--- src/verilog/opdec_pkg.sv ---
// package of operation and addressing-mode codes for the opcode decoder
// Notes on behaviour
// - DA pushes X onto stack
// - 5A pushes Y onto stack
// - FA pulls X from stack
// - 7A pulls Y from stack
// - 48/08 push A/P, 68/28 pull them
// - store zero at 64,74,9C,9E
// - test-set bits at 04 and 0C
// - test-clear bits at 14 and 1C
// - BA copies SP to X, 9A reverse
// - AA copies A to X, A8 to Y
// - 8A copies X to A, 98 Y to A
// - rotates at 26/36/2A/2E/3E and 66..7E
// - 78 sets interrupt-disable flag
// - OR into A, rows 0 and 1
// - subtract with borrow, rows E and F
// - accumulator store, no immediate form
// - X and Y stores, 96 uses zp,Y
package opdec_pkg;
    typedef enum logic [5:0] {
        OP_NONE, OP_OTHER,
        OP_PUSH_INDEX_X, OP_PUSH_INDEX_Y, OP_PULL_INDEX_X, OP_PULL_INDEX_Y,
        OP_PUSH_ACCUMULATOR, OP_PUSH_STATUS, OP_PULL_ACCUMULATOR, OP_PULL_STATUS,
        OP_STORE_ZERO, OP_TEST_SET_BITS, OP_TEST_CLEAR_BITS,
        OP_COPY_SP_TO_X, OP_COPY_X_TO_SP, OP_COPY_ACC_TO_X, OP_COPY_ACC_TO_Y,
        OP_COPY_X_TO_ACC, OP_COPY_Y_TO_ACC, OP_ROTATE_LEFT, OP_ROTATE_RIGHT,
        OP_SET_IRQ_DISABLE, OP_OR_INTO_ACC, OP_SUBTRACT_BORROW,
        OP_STORE_ACC, OP_STORE_INDEX_X, OP_STORE_INDEX_Y,
        OP_WAIT_FOR_IRQ, OP_HALT_CORE, OP_CLEAR_MEM_BIT, OP_SET_MEM_BIT
    } operation_t;
    typedef enum logic [4:0] {
        AM_NONE, AM_IMPLIED, AM_STACK, AM_ACC, AM_IMM, AM_ZP, AM_ZP_X, AM_ZP_Y,
        AM_ABS, AM_ABS_X, AM_ABS_Y, AM_ZP_X_IND, AM_ZP_IND_Y, AM_ZP_IND
    } addr_mode_t;
    typedef struct packed {
        operation_t op;
        addr_mode_t mode;
        logic [2:0] bit_index;
    } decode_t;
    localparam logic [7:0] NOP_OPCODE = 8'hEA;
    localparam decode_t DECODE_RESET = '{OP_NONE, AM_NONE, 3'h0};
endpackage
--- src/verilog/opcode_matrix_decoder.sv ---
// opcode matrix decoder: opcode byte to operation and addressing mode
`timescale 1ns/1ps
module opcode_matrix_decoder
    import opdec_pkg::*;
(
    input wire logic I_REF_CLK,
    input wire logic I_SRST,
    input wire logic i_opcode_valid,
    input wire logic [7:0] i_opcode,
    output logic o_decode_valid,
    output decode_t o_decode
);
    wire [3:0] row = i_opcode[7:4];
    wire [3:0] col = i_opcode[3:0];
    wire [2:0] bit_sel = row[2:0];
    decode_t next_decode;

    always_comb begin
        next_decode = '{OP_NONE, AM_NONE, 3'h0};
        case (col)
            4'h1: begin
                next_decode.mode = row[0] ? AM_ZP_IND_Y : AM_ZP_X_IND;
            end
            4'h2: begin
                if (row[0]) begin
                    next_decode.mode = AM_ZP_IND;
                end
            end
            4'h5: begin
                next_decode.mode = row[0] ? AM_ZP_X : AM_ZP;
            end
            4'h9: begin
                next_decode.mode = row[0] ? AM_ABS_Y : AM_IMM;
            end
            4'hD: begin
                next_decode.mode = row[0] ? AM_ABS_X : AM_ABS;
            end
            default: begin
                next_decode.mode = AM_NONE;
            end
        endcase
        if ((row == 4'h0 || row == 4'h1) && (col == 4'h1 || col == 4'h5 || col == 4'h9
            || col == 4'hD || (col == 4'h2 && row == 4'h1))) begin
            next_decode.op = OP_OR_INTO_ACC;
        end else if ((row == 4'hE || row == 4'hF) && (col == 4'h1 || col == 4'h5
            || col == 4'h9 || col == 4'hD || (col == 4'h2 && row == 4'hF))) begin
            next_decode.op = OP_SUBTRACT_BORROW;
        end else if ((row == 4'h8 || row == 4'h9) && (col == 4'h1 || col == 4'h5
            || col == 4'hD || (row == 4'h9 && (col == 4'h2 || col == 4'h9)))) begin
            next_decode.op = OP_STORE_ACC;
        end else if (col == 4'h7) begin
            next_decode.op = row[3] ? OP_SET_MEM_BIT : OP_CLEAR_MEM_BIT;
            next_decode.mode = AM_ZP;
            next_decode.bit_index = bit_sel;
        end else begin
            next_decode.mode = AM_NONE;
            case (i_opcode)
                8'hDA: next_decode = '{OP_PUSH_INDEX_X, AM_STACK, 3'h0};
                8'h5A: next_decode = '{OP_PUSH_INDEX_Y, AM_STACK, 3'h0};
                8'hFA: next_decode = '{OP_PULL_INDEX_X, AM_STACK, 3'h0};
                8'h7A: next_decode = '{OP_PULL_INDEX_Y, AM_STACK, 3'h0};
                8'h48: next_decode = '{OP_PUSH_ACCUMULATOR, AM_STACK, 3'h0};
                8'h08: next_decode = '{OP_PUSH_STATUS, AM_STACK, 3'h0};
                8'h68: next_decode = '{OP_PULL_ACCUMULATOR, AM_STACK, 3'h0};
                8'h28: next_decode = '{OP_PULL_STATUS, AM_STACK, 3'h0};
                8'h64: next_decode = '{OP_STORE_ZERO, AM_ZP, 3'h0};
                8'h74: next_decode = '{OP_STORE_ZERO, AM_ZP_X, 3'h0};
                8'h9C: next_decode = '{OP_STORE_ZERO, AM_ABS, 3'h0};
                8'h9E: next_decode = '{OP_STORE_ZERO, AM_ABS_X, 3'h0};
                8'h04: next_decode = '{OP_TEST_SET_BITS, AM_ZP, 3'h0};
                8'h0C: next_decode = '{OP_TEST_SET_BITS, AM_ABS, 3'h0};
                8'h14: next_decode = '{OP_TEST_CLEAR_BITS, AM_ZP, 3'h0};
                8'h1C: next_decode = '{OP_TEST_CLEAR_BITS, AM_ABS, 3'h0};
                8'hBA: next_decode = '{OP_COPY_SP_TO_X, AM_IMPLIED, 3'h0};
                8'h9A: next_decode = '{OP_COPY_X_TO_SP, AM_IMPLIED, 3'h0};
                8'hAA: next_decode = '{OP_COPY_ACC_TO_X, AM_IMPLIED, 3'h0};
                8'hA8: next_decode = '{OP_COPY_ACC_TO_Y, AM_IMPLIED, 3'h0};
                8'h8A: next_decode = '{OP_COPY_X_TO_ACC, AM_IMPLIED, 3'h0};
                8'h98: next_decode = '{OP_COPY_Y_TO_ACC, AM_IMPLIED, 3'h0};
                8'h26: next_decode = '{OP_ROTATE_LEFT, AM_ZP, 3'h0};
                8'h36: next_decode = '{OP_ROTATE_LEFT, AM_ZP_X, 3'h0};
                8'h2A: next_decode = '{OP_ROTATE_LEFT, AM_ACC, 3'h0};
                8'h2E: next_decode = '{OP_ROTATE_LEFT, AM_ABS, 3'h0};
                8'h3E: next_decode = '{OP_ROTATE_LEFT, AM_ABS_X, 3'h0};
                8'h66: next_decode = '{OP_ROTATE_RIGHT, AM_ZP, 3'h0};
                8'h76: next_decode = '{OP_ROTATE_RIGHT, AM_ZP_X, 3'h0};
                8'h6A: next_decode = '{OP_ROTATE_RIGHT, AM_ACC, 3'h0};
                8'h6E: next_decode = '{OP_ROTATE_RIGHT, AM_ABS, 3'h0};
                8'h7E: next_decode = '{OP_ROTATE_RIGHT, AM_ABS_X, 3'h0};
                8'h78: next_decode = '{OP_SET_IRQ_DISABLE, AM_IMPLIED, 3'h0};
                8'h86: next_decode = '{OP_STORE_INDEX_X, AM_ZP, 3'h0};
                8'h8E: next_decode = '{OP_STORE_INDEX_X, AM_ABS, 3'h0};
                8'h96: next_decode = '{OP_STORE_INDEX_X, AM_ZP_Y, 3'h0};
                8'h84: next_decode = '{OP_STORE_INDEX_Y, AM_ZP, 3'h0};
                8'h8C: next_decode = '{OP_STORE_INDEX_Y, AM_ABS, 3'h0};
                8'h94: next_decode = '{OP_STORE_INDEX_Y, AM_ZP_X, 3'h0};
                8'hCB: next_decode = '{OP_WAIT_FOR_IRQ, AM_IMPLIED, 3'h0};
                8'hDB: next_decode = '{OP_HALT_CORE, AM_IMPLIED, 3'h0};
                default: begin
                    next_decode.op = (col == 4'h3 || col == 4'hB) ? OP_NONE : OP_OTHER;
                    next_decode.mode = (col == 4'h3 || col == 4'hB) ? AM_IMPLIED : AM_NONE;
                end
            endcase
        end
        if ((col == 4'h2 && !row[0] && row != 4'hA) || (col == 4'h4 && (row == 4'h4
            || row == 4'h5 || row == 4'hD || row == 4'hF)) || (col == 4'hC
            && (row == 4'h5 || row == 4'hD || row == 4'hF))) begin
            next_decode = '{OP_NONE, AM_IMPLIED, 3'h0};
        end
        if (i_opcode == NOP_OPCODE) begin
            next_decode = '{OP_NONE, AM_IMPLIED, 3'h0};
        end
    end

    always_ff @(posedge I_REF_CLK) begin
        if (I_SRST) begin
            o_decode <= DECODE_RESET;
            o_decode_valid <= 1'b0;
        end else begin
            o_decode_valid <= i_opcode_valid;
            if (i_opcode_valid) begin
                o_decode <= next_decode;
            end
        end
    end
endmodule

--- config.mk ---
export PLATFORM = sky130hd
export DESIGN_NAME = opcode_matrix_decoder
export DESIGN_NICKNAME = d
export VERILOG_FILES = /design/src/verilog/opdec_pkg.sv /design/src/verilog/opcode_matrix_decoder.sv
export SDC_FILE = /design/constraint.sdc
export NUM_CORES = 1
export LEC_CHECK = 0
export ABC_AREA = 1
export BUFFER_PORTS_ARGS = -buffer_cell sky130_fd_sc_hd__buf_2
export CAP_MARGIN = 20
export CORE_MARGIN = 2
export CORE_UTILIZATION = 45
export CTS_BUF_LIST = sky130_fd_sc_hd__clkbuf_2 sky130_fd_sc_hd__clkbuf_4 sky130_fd_sc_hd__clkbuf_8
export DETAILED_ROUTE_END_ITERATION = 16
export PLACE_DENSITY = 0.66
export SLEW_MARGIN = 20
export SYNTH_ARGS = -nofsm -noshare
export SYNTH_HDL_FRONTEND = slang
export SYNTH_SLANG_ARGS = --single-unit
--- constraint.sdc ---
create_clock -name I_REF_CLK -period 4.1 [get_ports I_REF_CLK]
set_input_delay 0.82 -clock I_REF_CLK [delete_from_list [all_inputs] [get_ports I_REF_CLK]]
set_output_delay 0.82 -clock I_REF_CLK [all_outputs]
set_load 0.02 [all_outputs]
======== After elaboration in Yosys (flattened, before gate mapping) ========
Index checks and enable logic that the tools add are counted.
word-level totals
  bits in registers ....................... 15
  output and inout bits ................... 15
  input port bits ......................... 11
  word-level logic and storage cells ...... 115
cells by class
  equality and inequality tests ........... 61
  multiplexer cells ....................... 19
  reduce and logical (&&, ||, !) cells .... 31
operators by type and width
  operator            count
  $pmux 10 s41        1
  $eq 8x8->1 const B  19
  $eq 8x7->1 const B  12
  $eq 8x6->1 const B  6
  $mux 14             3
  $eq 4x4->1 const B  9
  $mux 8              3
  $eq 4x3->1 const B  5
  $pmux 4 s5          1
  $logic_or 1x1->1    19
  $mux 6              3
  $eq 8x4->1 const B  2
  $eq 8x5->1 const B  2
  $logic_and 1x1->1   10
  $eq 4x1->1 const B  2
  $eq 4x2->1 const B  2
  $eq 8x3->1 const B  1
  $mux 4              2
  $logic_not 4->1     1
  $mux 2              2
  $ne 4x4->1 const B  1
  $mux 1              3
  $mux 3              1
  $logic_not 1->1     1

======== Longest topological paths before layout ========
Gate-level depths: netlist (run 1).
  depth after elaboration ................. 10
  mapped depth ............................ 15
  depth with buffers taken out ............ 14

======== Worst setup path before layout (run 1) ========
No wires, ideal clock.
  path type ............................... input -> register
  start ................................... in i_opcode[5]
  end ..................................... reg o_decode[3] (netlist bit)
  data required time ...................... 3.991 ns
  arrival ................................. 1.994 ns
  stages .................................. 15
  buffers on the path ..................... 1
  slack ................................... 1.997 ns
  library setup time ...................... 0.109 ns
  cell sequence ........................... buf_4 > inv_2 > nand2_1 > nor2_1 > nand2_1 > nand2_1 > nor2_2 > nand2_2 > nor2_4 > nand4_1 > inv_1 > nor2_1 > nand3_1 > nand2_1 > inv_1
between the ends
  longest elaborated chain between the ends .. 9
  elaborated cells on any way between the ends .. 81
  classes of those cells .................. 51 x eq/ne; 7 x mux; 23 x reduce/logical
ends and longest elaborated chain
  what                                                  RTL line                      text
  start: declaration                                    opcode_matrix_decoder.sv:9    input wire logic [7:0] i_opcode,
  branches (longest 8 deep; another with $pmux 10 s41)  n/a
  $mux 14 *                                             opcode_matrix_decoder.sv:110  if (i_opcode == NOP_OPCODE) begin
  end signal: assignment                                opcode_matrix_decoder.sv:122  o_decode <= next_decode;
  end: declaration                                      opcode_matrix_decoder.sv:11   output decode_t o_decode
Every way passes the cells marked *.
A chain may end at the register's enable or synchronous reset.

======== Worst setup path after layout (run 1) ========
  start ................................... in i_opcode[4]
  end ..................................... reg o_decode[3] (netlist bit)
The elaborated chain is that of the path after synthesis.

==> results of run 1 <==
==> state kept, by name, indices dropped and copies added (netlist names) <==
register / cells
o_decode: 12
o_decode_valid: 1
==> per-layer routing <==
layer,vias up,GRT usage (%)
met5,-,0
met1,950,38.7
li1,1022,-
met3,24,5.00
met4,0,11.4
met2,137,44.7
==> per-stage QoR <==
step | area, um^2 | std cells | setup WS (ns) | total power (W) | util (%)
floorplan | 1600 | 303 | 2.00 | 0.000210 | -
global placement | 1730 | 365 | 1.53 | 0.000240 | 51.3
detailed placement | 1730 | 365 | 1.56 | 0.000240 | 51.3
CTS | 1760 | 369 | 1.85 | 0.000325 | 52.2
global route | 1760 | 369 | 1.57 | 0.000347 | 52.2
finish | 1760 | 369 | 1.79 | 0.000324 | 52.2
==> cells by family (layout without fill, tap and decap cells) <==
family | count (synthesis) | count (layout) | share of synthesized area [%]
other | 1 | 2 | 0.236
flip-flops | 13 | 13 | 16.4
AND/OR/NAND/NOR | 229 | 229 | 64.9
buffers and inverters | 29 | 49 | 7.78
AO/OA/AOI/OAI | 30 | 30 | 10.7
==> worst paths after layout <==
| path | cells after the start | end | slack [ns] |
|---|---|---|---|
| setup / recovery | 15 | o_decode[3] | 1.79 |
| hold / removal | 2 | o_decode[12] | 0.46 |
| setup reg to reg | 4 | o_decode[3] | 3.47 |
| hold reg to reg | 2 | o_decode[12] | 0.46 |
==> power breakdown <==
group	internal [W]	switching [W]	total, W
registers	0.000131	0.00000215	0.000134
logic	0.0000290	0.0000772	0.000106
clock network	0.0000443	0.0000401	0.0000844
total	0.000205	0.000119	0.000324
==> cell usage in the layout, fill, tap and decap left out, drive strengths merged <==
master	synthesis	routed
a21oi	20	20
buf	5	23
clkbuf	2	4
conb	1	2
dfxtp	13	13
inv	22	22
nand2	118	118
nand3	17	17
nand3b	1	1
nand4	13	13
nor2	68	68
nor3	9	9
nor3b	2	2
nor4	1	1
o2111ai	3	3
o211ai	1	1
o21ai	5	5
o31ai	1	1
==> layout make-up <==
class	instances	area [um^2]	share of cell area, %
clock buffer	4	30.0	1.71
multi-input combinational	261	1210	68.9
inverter	22	82.6	4.70
sequential	13	260	14.8
tap	46	57.6	3.28
timing repair buffer	23	115	6.55
==> cell usage after synthesis <==
cell       instances
nor2_4             4
o31ai_1            1
nand2_4            3
o21ai_0            4
buf_4              4
inv_1             11
o2111ai_1          3
buf_1              1
inv_2             11
nand3b_1           1
o21ai_1            1
nand2_2            5
nand2_1          110
clkbuf_1           2
nand4_1           13
a21oi_2            1
nor3b_1            2
a21oi_1           19
conb_1             1
dfxtp_1           13
nor2_1            52
nor4_1             1
nor2_2            12
o211ai_1           1
nand3_1           17
nor3_1             9
==> critical path: cells and delay by family <==
| kind | cells | cell delay (ns) |
|---|---|---|
| AND/OR/NAND/NOR | 11 | 1.26 |
| buffers and inverters | 4 | 0.40 |
==> flow_summary.yaml, run 1 <==
outcome:
  outcome: "finished, final reports clean"
global_route:
  grt_pass1_vias: 1971
  grt_pass1_wl_um: 9150
  antenna_found_initial: 0
  gr-total-overflow: 0
  track_usage_pct: 28.6
  grt_max_degree: 14
placement:
  portBuffers: 23
  place_congestion: 1.07
  dp.final_hpwl_um: 4360
sta:
  grt_setup_unrepaired: "false"
  relSlewSlack_pct: 63.7
  hold_viol: 0
  fin_crit_sh_pct: 56.4
  fin_crit_ns: 2.31
  fin_setup_tns_ns: 0
  fin_hold_ws_ns: 0.465
  finClkSkew_ns: 0
  worstMarginPinSlew_ns: 0.542
  finalSetupViolCount: 0
  max_freq_mhz: 432
  slew_violations: 0
setup_path:
  cp_cell_sequence: "buf_2 -> inv_2 -> nand2_1 -> nor2_1 -> nand2_1 -> nand2_1 -> nor2_2 -> nand2_2 -> nor2_4 -> nand4_1 -> inv_1 -> nor2_1 -> nand3_1 -> nand2_1 -> inv_1"
  cp-start-kind: "input pin"
  path_max_fanout: 12
  arrival_ns: 2.49
  cpMostUsedCell: "nand2_1"
  regToRegStartpoint: "o_decode[3]"
  cp_slowest_cell: "nor2_1"
  cp.required_ns: 4.28
  crit_start: "i_opcode[4]"
  criticalPathCategory: "input pin to flip-flop"
  end_kind: "flip-flop"
  max_stage_delay_ns: 0.28
logic_synthesis:
  synth.avg_cell_area_um2: 5.27
  yosysUniqueCellTypes: 26
  netlist.area_leader.share_pct: 25.9
  seq_area_frac_synth_pct: 16.4
  synth_area_um2: 1590
  yosysWarnings: 0
  netlist_top_cells_area: "nand2_1 26%, dfxtp_1 16%, nor2_1 12%"
  ys_ff_latch: 13
  synth_cells: 302
  yosysTopAreaCell: "nand2_1"
clock_network:
  post-cts-setup-buffer-count: 0
  cts_buffers: 3
  cts.sinks: 13
  cts_resized: 0
  clockBufferDepth: 2
  cts_tree: "built"
  path_clk_slew_ns: 0.08
  clk-insertion-delay-late_ns: 0.27
  postCtsHoldBufs: 0
  h-tree-depth: 1
  cts-root-buf: "clkbuf_4"
routing:
  drtAntennaViolNets: 0
  highest_layer: "met4"
  dr_total_vias: 2133
  viasPerCell: 5.78
  wl_met3_um: 548
  drt_first_pass_iters: 5
  wl_um: 5400
  drc: 0
  wl_per_cell_um: 14.6
  wl_met2_um: 2390
  drt-initial-drc-count: 199
  wl_met1_um: 2250
final_layout:
  diodes: 0
  fin_nets: 335
  fillCellCount: 404
  area_growth_pct: 10.4
  drive_above_1_share_pct: 19.5
hold_path:
  min_path_type: "flip-flop to flip-flop"
  hold_start: "o_decode[12]"
floorplanning:
  core_area_um2: 3360
  die_w_um: 63.5
  die_area_um2: 4030
  placementRows: 21
  io_pins: 26
  die_h_um: 63.5
  initial_core_util_pct: 47.3
pwr:
  powerDensity_nw_per_um2: 185
  leakage_nw: 0.955
  irDropWorstVdd_mv: 0.158
job:
  cap_violations: 0
No activity file was read; power rests on OpenSTA's default activity.
==> inputs of run 2 (changes only) <==
Settings changed: ABC_AREA 1 to 0, PLACE_DENSITY 0.66 to 0.67.
Clock period 4.1 ns to 2 ns, I/O delays scaled along.
==> run 2 against run 1 <==
  * Non-clock buffer count up 100
  * Synthesized cell count down 6.3%
  * Area after synthesis up 19%
  * Clock skew unchanged
  * Routed wire length up 44%
  * Via count up 26%
  * Worst setup slack worse by 1.7 ns
  * Count of clock-buffer cells in the layout unchanged
==> flow_summary.yaml, run 2 <==
global_route:
  antenna_found_initial: 0
  grt_pass1_vias: 2430
  grt_pass1_wl_um: 12100
  gr-total-overflow: 0
  grt_max_degree: 18
  track_usage_pct: 34.6
placement:
  portBuffers: 23
  placed_cell_area_um2: 2640
  place_congestion: 1.00
  dp.final_hpwl_um: 6140
routing:
  wl_met1_um: 3350
  wl_per_cell_um: 18.1
  viasPerCell: 6.30
  wl_met3_um: 672
  drt_first_pass_iters: 6
  highest_layer: "met4"
  dr_total_vias: 2696
  wl_met2_um: 3540
  drc: 0
  wl_um: 7760
  drtAntennaViolNets: 0
  drt-initial-drc-count: 260
floorplanning:
  io_pins: 26
  die_w_um: 68.8
  die_h_um: 68.8
  initial_core_util_pct: 46.9
  core_area_um2: 4030
  placementRows: 23
  die_area_um2: 4730
final_layout:
  regArea_um2: 260
  fillCellCount: 367
  fin_nets: 390
  reg_top3: "o_decode: 12 flops, o_decode_valid: 1 flops"
  final_cell_mix: "99 x buf_4, 34 x nand2_1, 20 x nor2_1, 17 x o21ai_0, 15 x buf_2"
  postLayoutCellArea_um2: 2830
  area_growth_pct: 50.0
  diodes: 0
  layout_commonest_cell: "buf_4"
  largest_register: "o_decode"
  multi_input_area_um2: 1500
  largest_reg_flops: 12
  drive_above_1_share_pct: 36.8
logic_synthesis:
  yosysTopAreaCell: "dfxtp_1"
  ys_ff_latch: 13
  synth_cells: 283
  netlist_top_cells_area: "dfxtp_1 14%, nand2_1 6.8%, o21ai_0 4.5%"
  yosys.cell_count.top_type: "nand2_1"
  synth-edff-count: 0
  synth_top_flop_cell: "dfxtp_1"
  yosysWarnings: 0
  synthTopCellsByCount: "34 x nand2_1, 20 x nor2_1, 17 x o21ai_0"
  seq_area_frac_synth_pct: 13.8
  synth_area_um2: 1890
  yosysUniqueCellTypes: 58
  synth.avg_cell_area_um2: 6.67
  netlist.area_leader.share_pct: 13.8
  async_flop_share_pct: 0
setup_path:
  regToRegStartpoint: "o_decode[8]"
  arrival_ns: 2.13
  criticalPathCategory: "input pin to flip-flop"
  rrSetupSlack_ns: 0.83
  path_max_fanout: 10
  r2r_cells: 4
  end_kind: "flip-flop"
  cp-start-kind: "input pin"
  r2r_end: "o_decode[8]"
  cp.required_ns: 2.19
sta:
  worstMarginPinSlew_ns: 0.515
  relSlewSlack_pct: 65.6
  fin_setup_tns_ns: 0
  hold_viol: 0
  fin_crit_ns: 1.94
  finClkSkew_ns: 0
  fin_crit_sh_pct: 97.2
  finalSetupViolCount: 0
  max_freq_mhz: 514
  slew_violations: 0
pwr:
  power_frac_clock_pct: 24.8
  pwr-share-seq_pct: 27.7
  p_int_w: 0.000642
  leakage_nw: 1.22
  powerDensity_nw_per_um2: 351
  switching_share_pct: 35.5
  p_total_w: 0.000996
  irDropWorstVdd_mv: 0.196
  combPwrFrac_pct: 47.5
  switchingPower_w: 0.000353
clock_network:
  cts_buffers: 3
  clockBufferDepth: 2
  cts.sinks: 13
  cts-root-buf: "clkbuf_8"
  cts_tree: "built"
  path_clk_slew_ns: 0.06
  h-tree-depth: 1
  clk-insertion-delay-late_ns: 0.25
hold_path:
  min_path_type: "flip-flop to flip-flop"
  whs_path_depth: 2
  hold_start: "o_decode[9]"
  hold_end: "o_decode[9]"
job:
  cap_violations: 0
outcome:
  outcome: "finished, final reports clean"
==> run 2: timing repair <==
action,4_1_cts,5_1_grt
setup endpoints to repair,4,11
buffers inserted,0,8
pin swaps,1,7
resized for setup,4,23
hold endpoints to repair,0,0
hold buffers,0,0
==> run 2: cells by family (layout without fill, tap and decap cells) <==
family / count (synthesis) / in the layout / share of synthesized area, %
AO/OA/AOI/OAI: 89 / 89 / 33.9
XOR/XNOR: 5 / 5 / 2.32
other: 1 / 2 / 0.199
multiplexers: 3 / 3 / 1.66
flip-flops: 13 / 13 / 13.8
AND/OR/NAND/NOR: 133 / 133 / 38.6
buffers and inverters: 39 / 133 / 9.61
==> run 2: critical path, cell delays in order <==
cell	delay, ns
clkbuf_4	0.16
or4b_1	0.54
a221o_1	0.39
o311ai_4	0.16
inv_2	0.09
a311oi_2	0.22
o31a_1	0.17
==> run 2: area by class of cell <==
class                      instances  area share [%]
tap                               50            2.21
timing repair buffer             123            33.0
clock buffer                       4            1.72
multi-input combinational        232            53.0
inverter                           6           0.928
sequential                        13            9.19
==> run 2: power groups by stage <==
stage / Clock [W] / Sequential [W] / Combinational, W
global route: 0.000263 / 0.000276 / 0.000506
detailed placement: 0 / 0.000281 / 0.000432
CTS: 0.000253 / 0.000275 / 0.000438
global placement: 0 / 0.000280 / 0.000431
finish: 0.000247 / 0.000275 / 0.000473
floorplan: 0 / 0.000293 / 0.000221
==> run 2: per-stage QoR <==
stage | util, % | setup WS [ns] | hold WS [ns] | cells
final | 70.3 | 0.0552 | 0.447 | 428
after global routing | 70.3 | -0.00559 | 0.471 | 428
after CTS | 67.3 | 0.0133 | 0.454 | 421
after detailed placement | 65.5 | -0.372 | 0.442 | 417
after global placement | 65.5 | -0.341 | 0.432 | 417
after floorplan | - | -0.0147 | 0.536 | 284
==> run 2: worst max path at each step <==
stage,startpoint,endpoint,slack [ns],cells past startpoint
6_report,i_opcode[3],o_decode[3],0.06,7
5_1_grt,i_opcode[1],o_decode[10],-0.006,8
4_1_cts,i_opcode[2],o_decode[8],0.01,7
3_5_place_dp,i_opcode[2],o_decode[3],-0.37,7
3_3_place_gp,i_opcode[2],o_decode[3],-0.34,7
2_1_floorplan,i_opcode[3],o_decode[8],-0.01,8
==> run 2: metal layers <==
layer  GRT usage [%]  up-vias
met5               0        -
met2            56.0      145
li1                -     1274
met4            11.8        0
met3            5.84       23
met1            46.3     1254
